$ cat src/pkg/status_alert_pkg.sv
package status_alert_pkg;

  // ----------------------------------------------------------------
  // Width and register pointers
  // ----------------------------------------------------------------
  localparam int DATA_W = 8;
  localparam logic [7:0] STATUS_PTR = 8'h02;
  localparam logic [7:0] HYST_PTR = 8'h21;

  // ----------------------------------------------------------------
  // Status register field positions
  // ----------------------------------------------------------------
  localparam int BIT_BUSY = 7;
  localparam int BIT_LOCAL_OVER = 6;
  localparam int BIT_LOCAL_UNDER = 5;
  localparam int BIT_REMOTE_OVER = 4;
  localparam int BIT_REMOTE_UNDER = 3;
  localparam int BIT_OPEN = 2;
  localparam int BIT_REMOTE_CRIT = 1;
  localparam int BIT_LOCAL_CRIT = 0;

  // ----------------------------------------------------------------
  // Reset values
  // ----------------------------------------------------------------
  localparam logic [4:0] FLAGS_RESET = 5'h00;
  localparam logic [3:0] TRIP_RESET = 4'h0;
  localparam logic [7:0] RDATA_RESET = 8'h00;
  localparam logic PIN_IDLE = 1'b1;

  // ----------------------------------------------------------------
  // Indices of the hysteresis trackers
  // ----------------------------------------------------------------
  localparam int TRIP_LOCAL_CRIT = 0;
  localparam int TRIP_REMOTE_CRIT = 1;
  localparam int TRIP_LOCAL_OVER = 2;
  localparam int TRIP_REMOTE_OVER = 3;
  localparam int TRIP_N = 4;

  // Index of each sticky flag inside the five-flag vector
  localparam int F_LOCAL_OVER = 4;
  localparam int F_LOCAL_UNDER = 3;
  localparam int F_REMOTE_OVER = 2;
  localparam int F_REMOTE_UNDER = 1;
  localparam int F_OPEN = 0;

endpackage

$ cat src/verilog/temp_limit_status_alert.sv
`timescale 1ns/10ps
`default_nettype none

module temp_limit_status_alert
  import status_alert_pkg::*;
(
  // Clock, reset, enable
  input wire logic clock,
  input wire logic reset_n,
  input wire logic clk_en,
  // Converter side
  input wire logic conv_busy,
  input wire logic conv_done,
  input wire logic open_circuit,
  input wire logic [status_alert_pkg::DATA_W-1:0] local_temp,
  input wire logic [status_alert_pkg::DATA_W-1:0] remote_temp,
  // Programmed limits and hysteresis
  input wire logic [status_alert_pkg::DATA_W-1:0] local_high_lim,
  input wire logic [status_alert_pkg::DATA_W-1:0] local_low_lim,
  input wire logic [status_alert_pkg::DATA_W-1:0] remote_high_lim,
  input wire logic [status_alert_pkg::DATA_W-1:0] remote_low_lim,
  input wire logic [status_alert_pkg::DATA_W-1:0] local_crit_lim,
  input wire logic [status_alert_pkg::DATA_W-1:0] remote_crit_lim,
  input wire logic [status_alert_pkg::DATA_W-1:0] crit_hyst,
  // Configuration bits
  input wire logic alert_suppress_bit,
  input wire logic pin_function_select,
  // Serial interface side
  input wire logic reg_rd,
  input wire logic [7:0] reg_ptr,
  input wire logic addr_read,
  output var logic [status_alert_pkg::DATA_W-1:0] status_rdata,
  output var logic status_rvalid,
  // Pins
  output var logic shared_alert_n,
  output var logic critical_overheat_output_n
);
  import status_alert_pkg::*;

  // ----------------------------------------------------------------
  // Limit comparison on conversion results
  // ----------------------------------------------------------------
  logic [4:0] cause_q;
  logic [4:0] cause_d;
  logic [4:0] flags_q;
  logic [4:0] flags_d;
  logic [TRIP_N-1:0] trip_q;
  logic alert_q;
  logic alert_d;
  wire second_overheat_output_mode = pin_function_select;
  wire status_read = reg_rd && (reg_ptr == STATUS_PTR);

  assign cause_d[F_LOCAL_OVER] = local_temp > local_high_lim;
  assign cause_d[F_LOCAL_UNDER] = local_temp < local_low_lim;
  assign cause_d[F_REMOTE_OVER] = remote_temp > remote_high_lim;
  assign cause_d[F_REMOTE_UNDER] = remote_temp < remote_low_lim;
  assign cause_d[F_OPEN] = open_circuit;

  always_ff @(posedge clock) begin
    if (!reset_n) begin
      cause_q <= FLAGS_RESET;
    end else if (clk_en && conv_done) begin
      cause_q <= cause_d;
    end
  end

  // ----------------------------------------------------------------
  // Hysteresis trackers: critical and second overheat
  // ----------------------------------------------------------------
  logic [DATA_W-1:0] trk_temp [TRIP_N];
  logic [DATA_W-1:0] trk_lim [TRIP_N];
  assign trk_temp[TRIP_LOCAL_CRIT] = local_temp;
  assign trk_temp[TRIP_REMOTE_CRIT] = remote_temp;
  assign trk_temp[TRIP_LOCAL_OVER] = local_temp;
  assign trk_temp[TRIP_REMOTE_OVER] = remote_temp;
  assign trk_lim[TRIP_LOCAL_CRIT] = local_crit_lim;
  assign trk_lim[TRIP_REMOTE_CRIT] = remote_crit_lim;
  assign trk_lim[TRIP_LOCAL_OVER] = local_high_lim;
  assign trk_lim[TRIP_REMOTE_OVER] = remote_high_lim;

  genvar gi;
  generate
    for (gi = 0; gi < TRIP_N; gi = gi + 1) begin : g_trip
      // Floor at zero so a large hysteresis cannot wrap the threshold
      wire [DATA_W-1:0] release_lvl = (trk_lim[gi] >= crit_hyst) ?
        DATA_W'(trk_lim[gi] - crit_hyst) : '0;
      wire trip_set = trk_temp[gi] > trk_lim[gi];
      wire trip_clr = trk_temp[gi] <= release_lvl;
      always_ff @(posedge clock) begin
        if (!reset_n) begin
          trip_q[gi] <= 1'b0;
        end else if (clk_en && conv_done) begin
          if (trip_set) begin
            trip_q[gi] <= 1'b1;
          end else if (trip_clr) begin
            trip_q[gi] <= 1'b0;
          end
        end
      end
    end
  endgenerate

  // ----------------------------------------------------------------
  // Five status flags
  // ----------------------------------------------------------------
  // read clears only vanished causes
  wire [4:0] sticky = cause_q | (flags_q & ~({5{status_read}} & ~cause_q));

  // alert mode keeps all five sticky
  // second mode keeps only the open flag sticky
  // high flags from the high-limit trackers
  assign flags_d[F_LOCAL_OVER] = second_overheat_output_mode ?
    trip_q[TRIP_LOCAL_OVER] : sticky[F_LOCAL_OVER];
  assign flags_d[F_LOCAL_UNDER] = second_overheat_output_mode ?
    cause_q[F_LOCAL_UNDER] : sticky[F_LOCAL_UNDER];
  assign flags_d[F_REMOTE_OVER] = second_overheat_output_mode ?
    trip_q[TRIP_REMOTE_OVER] : sticky[F_REMOTE_OVER];
  assign flags_d[F_REMOTE_UNDER] = second_overheat_output_mode ?
    cause_q[F_REMOTE_UNDER] : sticky[F_REMOTE_UNDER];
  assign flags_d[F_OPEN] = sticky[F_OPEN];

  always_ff @(posedge clock) begin
    if (!reset_n) begin
      flags_q <= FLAGS_RESET;
    end else if (clk_en) begin
      flags_q <= flags_d;
    end
  end

  // ----------------------------------------------------------------
  // Alert latch
  // ----------------------------------------------------------------
  wire any_flag = |flags_q;
  wire any_cause = |cause_q;
  // status reads do not appear in the release term
  // release on address read only when all is clear
  assign alert_d = any_flag || (alert_q && !(addr_read && !any_cause));

  always_ff @(posedge clock) begin
    if (!reset_n) begin
      alert_q <= 1'b0;
    end else if (clk_en) begin
      alert_q <= alert_d;
    end
  end

  // ----------------------------------------------------------------
  // Status read port
  // ----------------------------------------------------------------
  // busy straight from the converter
  wire [7:0] status_word = {conv_busy, flags_q,
    trip_q[TRIP_REMOTE_CRIT], trip_q[TRIP_LOCAL_CRIT]};

  // only pointer 02h answers; others read as zero
  always_ff @(posedge clock) begin
    if (!reset_n) begin
      status_rdata <= RDATA_RESET;
      status_rvalid <= 1'b0;
    end else if (clk_en) begin
      status_rvalid <= reg_rd;
      if (reg_rd) begin
        status_rdata <= status_read ? status_word : RDATA_RESET;
      end
    end
  end

  // ----------------------------------------------------------------
  // Pins
  // ----------------------------------------------------------------
  wire crit_any = trip_q[TRIP_LOCAL_CRIT] || trip_q[TRIP_REMOTE_CRIT];
  // low flags never reach the second overheat pin
  wire over_any = trip_q[TRIP_LOCAL_OVER] || trip_q[TRIP_REMOTE_OVER];
  // suppress bit matters only in alert mode
  wire alert_drive = alert_q && !alert_suppress_bit;
  wire shared_d = second_overheat_output_mode ? !over_any : !alert_drive;

  always_ff @(posedge clock) begin
    if (!reset_n) begin
      shared_alert_n <= PIN_IDLE;
      critical_overheat_output_n <= PIN_IDLE;
    end else if (clk_en) begin
      shared_alert_n <= shared_d;
      critical_overheat_output_n <= !crit_any;
    end
  end
endmodule

`default_nettype wire
$ cat config.mk
export PLATFORM = sky130hd
export DESIGN_NAME = temp_limit_status_alert
export DESIGN_NICKNAME = d
export VERILOG_FILES = /design/src/pkg/status_alert_pkg.sv /design/src/verilog/temp_limit_status_alert.sv
export SDC_FILE = /design/constraint.sdc
export NUM_CORES = 1
export LEC_CHECK = 0
export BUFFER_PORTS_ARGS = -buffer_cell sky130_fd_sc_hd__buf_2
export CAP_MARGIN = 5
export CORE_MARGIN = 5
export CORE_UTILIZATION = 60
export CTS_CLUSTER_DIAMETER = 30
export DETAILED_ROUTE_END_ITERATION = 8
export PLACE_DENSITY = 0.88
export REMOVE_ABC_BUFFERS = 1
export SLEW_MARGIN = 0
export SYNTH_ARGS = -nofsm -noshare
export SYNTH_HDL_FRONTEND = slang
export SYNTH_SLANG_ARGS = --single-unit
$ cat constraint.sdc
create_clock -name clock -period 6.7 [get_ports clock]
set_input_delay 0 -clock clock [delete_from_list [all_inputs] [get_ports clock]]
set_output_delay 0 -clock clock [all_outputs]
set_load 0.05 [all_outputs]
# Yosys cells after proc, flatten, opt, wreduce, memory -nomap -nowiden
# Index checks and enable logic that the tools add are counted.
dict set report classes {
  multipliers 0
  magnitude_cmp 14
  eq_ne 1
  div 0
  add_sub_neg 4
  shifts 0
  n_bitwise 5
  reduce_logical 25
  n_mux 18
}
# op n
set ops {}
lappend ops {{$mux W8} 5}
lappend ops {{$ge A8 B8 Y1} 4}
lappend ops {{$gt A8 B8 Y1} 4}
lappend ops {{$le A8 B8 Y1} 4}
lappend ops {{$sub A8 B8 Y8} 4}
lappend ops {{$lt A8 B8 Y1} 2}
lappend ops {{$mux W1} 13}
lappend ops {{$and A5 B5 Y5} 2}
lappend ops {{$not A5 Y5} 2}
lappend ops {{$reduce_and A2 Y1} 5}
lappend ops {{$reduce_or A5 Y1} 2}
lappend ops {{$eq A8 B2 Y1 const B} 1}
lappend ops {{$reduce_bool A2 Y1} 4}
lappend ops {{$logic_not A1 Y1} 6}
lappend ops {{$logic_and A1 B1 Y1} 5}
lappend ops {{$or A5 B5 Y5} 1}
lappend ops {{$logic_or A1 B1 Y1} 3}
dict set report totals {
  input_bits 90
  ff_bits 26
  rom_bits 0
  ramBits 0
  wordCells 78
  latch_bits 0
  n_memories 0
}

# Logic depth before layout (Yosys ltp)
dict set report logic_depth {
  depth_word 7
  depth_mapped 14
  depth_no_buf 14
}

# Worst setup path after synthesis
# Ideal clock, no wire load.
dict set report synth_path {
  path_kind {input port to flip-flop}
  startpoint {input port remote_high_lim[0] (netlist bit)}
  endpoint {register trip_q[3]}
  t_required_ns 6.578
  path_slack_ns 4.359
  t_arrival_ns 2.219
  cell_stages 14
  cell_sequence {inv_1 -> ha_1 -> fa_1 -> nand2b_1 -> a21oi_1 -> o31ai_2 -> a21oi_2 -> nand2_1 -> ha_1 -> a211oi_1 -> nor2_1 -> nor3_1 -> o21ai_0 -> o2bb2ai_1}
}
dict set report synth_between {
  elab_chain_cells 5
  word_cells_on_any_way 8
  cone_classes {add/sub: 1; order compare: 3; mux: 2; reduce/logical: 2}
}
# item line_no
set synth_rtl {}
lappend synth_rtl {{from (decl)} temp_limit_status_alert.sv:20} ;# input wire logic [status_alert_pkg::DATA_W-1:0] remote_high_lim,
lappend synth_rtl {{$sub A8 B8 Y8 / $ge A8 B8 Y1 (equally long branches)} {temp_limit_status_alert.sv:86, temp_limit_status_alert.sv:85}}
lappend synth_rtl {{$mux W8} temp_limit_status_alert.sv:85} ;# wire [DATA_W-1:0] release_lvl = (trk_lim[gi] >= crit_hyst) ?
lappend synth_rtl {{$le A8 B8 Y1} temp_limit_status_alert.sv:88} ;# wire trip_clr = trk_temp[gi] <= release_lvl;
lappend synth_rtl {{$reduce_bool A2 Y1 (no source line)} n/a}
lappend synth_rtl {{$reduce_and A2 Y1 (no source line)} n/a}
lappend synth_rtl {{to (signal, indexed assignment)} temp_limit_status_alert.sv:91} ;# trip_q[gi] <= 1'b0;
lappend synth_rtl {{to (signal, indexed assignment)} temp_limit_status_alert.sv:94} ;# trip_q[gi] <= 1'b1;
lappend synth_rtl {{to (signal, indexed assignment)} temp_limit_status_alert.sv:96} ;# trip_q[gi] <= 1'b0;
lappend synth_rtl {{to (decl)} temp_limit_status_alert.sv:47} ;# logic [TRIP_N-1:0] trip_q;
# Parallel ways exist; a longest one is shown, timed or not.
# A chain may end at the register's enable or synchronous reset.

# Worst setup path in the final report
dict set report layout_path {
  startpoint {input port remote_crit_lim[0] (netlist bit)}
  endpoint {register trip_q[1] (netlist: status_word[1])}
}
dict set report layout_between {
  elab_chain_cells 5
  word_cells_on_any_way 8
  cone_classes {add/sub: 1; order compare: 3; mux: 2; reduce/logical: 2}
}
# item line_no
set layout_rtl {}
lappend layout_rtl {{from (decl)} temp_limit_status_alert.sv:23} ;# input wire logic [status_alert_pkg::DATA_W-1:0] remote_crit_lim,
lappend layout_rtl {{$sub A8 B8 Y8 / $ge A8 B8 Y1 (equally long branches)} {temp_limit_status_alert.sv:86, temp_limit_status_alert.sv:85}}
lappend layout_rtl {{$mux W8} temp_limit_status_alert.sv:85}
lappend layout_rtl {{$le A8 B8 Y1} temp_limit_status_alert.sv:88}
lappend layout_rtl {{$reduce_bool A2 Y1 (no source line)} n/a}
lappend layout_rtl {{$reduce_and A2 Y1 (no source line)} n/a}
# Parallel ways exist; a longest one is shown, timed or not.

==> metrics.csv <==
metric,value,unit
outcome,completed,
synth-edff-count,0,
fp.dieArea,0.00893,sq mm
vdd_drop_max,0.0000764,V
wl_per_cell,16.6,um
dp_slack,3.90,ns
cts_hold_buf,0,
final_max_slew_viol_count,0,
ys_ff_latch,26,
finalPower,0.639,mW
fin_crit_sh,0.376,
die_h,94.5,um
hold_slack,0.0170,ns
multi_input_area,0.00350,sq mm
clk_path_buf_depth,2,
rsz0062_at_grt,no,
htreeDepth,1,
die_x,94.5,um
globalRouteOverflowTotal,0,
dr_wl_met2,5860,um
max_slew_margin,0.660,
regToRegEndpoint,alert_q,
start_util,0.624,
yosysWarningCount,0,
cap_violations,0,
holdPathStages,3,
min_to,cause_q[0],
synth_cell_types,54,
core.rowCount,30,
power_density,129,mW/mm^2
p_leak,2.46,nW
cts_setup_buffers,0,
root_buffer,clkbuf_8,
rr_startpoint,flags_q[0],
ys_seq_area_frac,0.121,
antenna_found_initial,0,
synth_flop_cell,dfxtp_1,
clk_latency,0.27,ns
highest_layer,met4,
clock.fmax,397,MHz
cts_tree,yes,
fin_skew,0.00309,ns
drive_gt1_frac,0.183,
clk_pin_slew_worst_paths,0.09,ns
fillers,563,
hold_class,primary input to flop,
dr_wl_met3,998,um
gr-usage-all-layers,0.285,
viasPerCell,6.00,
crit_fanout,5,
cts_buffers,3,
drt-total-wl,12600,um
io_pins,101,
antenna_cells,0,
cp-end-kind,flop,
via_count,4569,
area_delta_synth_final,15.6,%
synth_area_per_cell,7.57,sq um
gp_congestion,0.975,
hold_viol,0,
dr.pass1.iters,5,
route.detailed.drc,0,
hp-start,open_circuit,
ff2ff_setup_slack,5.44,ns
layout_commonest_cell,ha_1,
clkSinkCount,26,
finalNetCount,870,
cts_resized,0,
worst_pin_slew,0.507,ns
reg2reg_depth,3,
drtIter0Drc,210,
cp_data_arrival_time,2.66,ns
grt_pass1_vias,4529,
layout_common_cells,"ha_1 (110), buf_2 (100), inv_1 (64), a21oi_1 (51), nand2_1 (46)",
syn_inst,566,
syn_area,0.00429,sq mm
setup_slack,4.18,ns
grt_start_max_net_pins,20,
cp.required,6.85,ns
core,0.00687,sq mm
worstSetupStartpointType,primary input,
regArea,520,sq um
grt_pass1_wl,20700,um
critical_path_class,primary input to flop,
wl_met1,5490,um
synth_async_sr_flop_share,0,
fin_setup_tns,0,ns
fin_crit,2.52,ns
postRouteAntennaNets,0,
finalSetupViolations,0,
portBuffers,100,
dp_hpwl,11000,um
-- routing by layer --
| layer | global-route usage | up-vias |
|---|---|---|
| met5 | 0 | - |
| met4 | 0.0925 | 0 |
| met3 | 0.0343 | 31 |
| met2 | 0.485 | 203 |
| met1 | 0.374 | 2053 |
| li1 | - | 2282 |
-- logic make-up (layout without fill, tap and decap cells) --
group | after synthesis | count (layout) | synth area share
buf+inv | 70 | 169 | 0.0619
flops | 26 | 26 | 0.121
simple gates | 185 | 185 | 0.214
xor+xnor | 6 | 6 | 0.0123
fa+ha+maj | 114 | 114 | 0.340
mux | 2 | 2 | 0.00467
compound gates | 163 | 163 | 0.246
-- report_power, final --
part,internal (mW),switching (mW)
clock,0.0800,0.0501
sequential,0.161,0.00518
combinational,0.144,0.200
total,0.384,0.255
-- stage by stage --
stage / instance area [sq um] / instances / utilization
3_5_place_dp: 4890 / 757 / 0.711
5_1_grt: 4960 / 761 / 0.722
4_1_cts: 4960 / 761 / 0.722
3_3_place_gp: 4890 / 757 / 0.711
6_report: 4960 / 761 / 0.722
2_1_floorplan: 4270 / 561 / -
-- flip-flops by register name, summed over array words and instances, names as in the netlist --
name	flops
status_rdata	8
critical_overheat_output_n	1
shared_alert_n	1
status_rvalid	1
flags_q	5
cause_q	5
alert_q	1
status_word	2
trip_q	2
-- synth_stat cells (all sizes together) (4+ instances only) --
library cell	instances	area (sq um)
a211o	4	35.0
a211oi	5	37.5
a21oi	55	290
a22oi	10	75.1
a31oi	6	37.5
a32o	4	40.0
dfxtp	26	521
fa	4	80.1
ha	110	1380
inv	64	240
nand2	47	179
nand2b	16	100
nand3	18	90.1
nand4	19	119
nor2	47	184
nor2b	8	50.1
nor3	15	75.1
nor3b	4	30.0
o21a	8	60.1
o21ai	40	204
o31ai	6	65.1
xnor2	4	35.0
-- final cells by class --
class / count / area share
Timing Repair Buffer: 100 / 0.101
Sequential cell: 26 / 0.105
Tap cell: 96 / 0.0242
Clock buffer: 3 / 0.00833
Multi-Input combinational cell: 470 / 0.706
Inverter: 65 / 0.0492
Clock inverter: 1 / 0.00606
-- worst max-delay path, stage by stage --
cell      delay, ns
buf_2          0.11
inv_1          0.04
ha_1           0.23
fa_1           0.40
nand2b_1       0.20
a21oi_1        0.28
o31ai_2        0.13
a21oi_2        0.25
nand3_1        0.18
ha_1           0.34
nand4_1        0.10
o311ai_0       0.29
o22ai_1        0.12
-- worst max-delay path by stage --
stage                     slack [ns]  cells past startpoint             end                from
after floorplan                 4.36                     14       trip_q[3]  remote_high_lim[0]
after global placement          4.00                     13  status_word[1]  remote_crit_lim[0]
after detailed placement        3.90                     13  status_word[1]  remote_crit_lim[0]
after CTS                       4.18                     13  status_word[1]  remote_crit_lim[0]
after global routing            3.91                     13  status_word[1]  remote_crit_lim[0]
final                           4.18                     13  status_word[1]  remote_crit_lim[0]
Note: power is estimated with default switching activity, not from simulation.
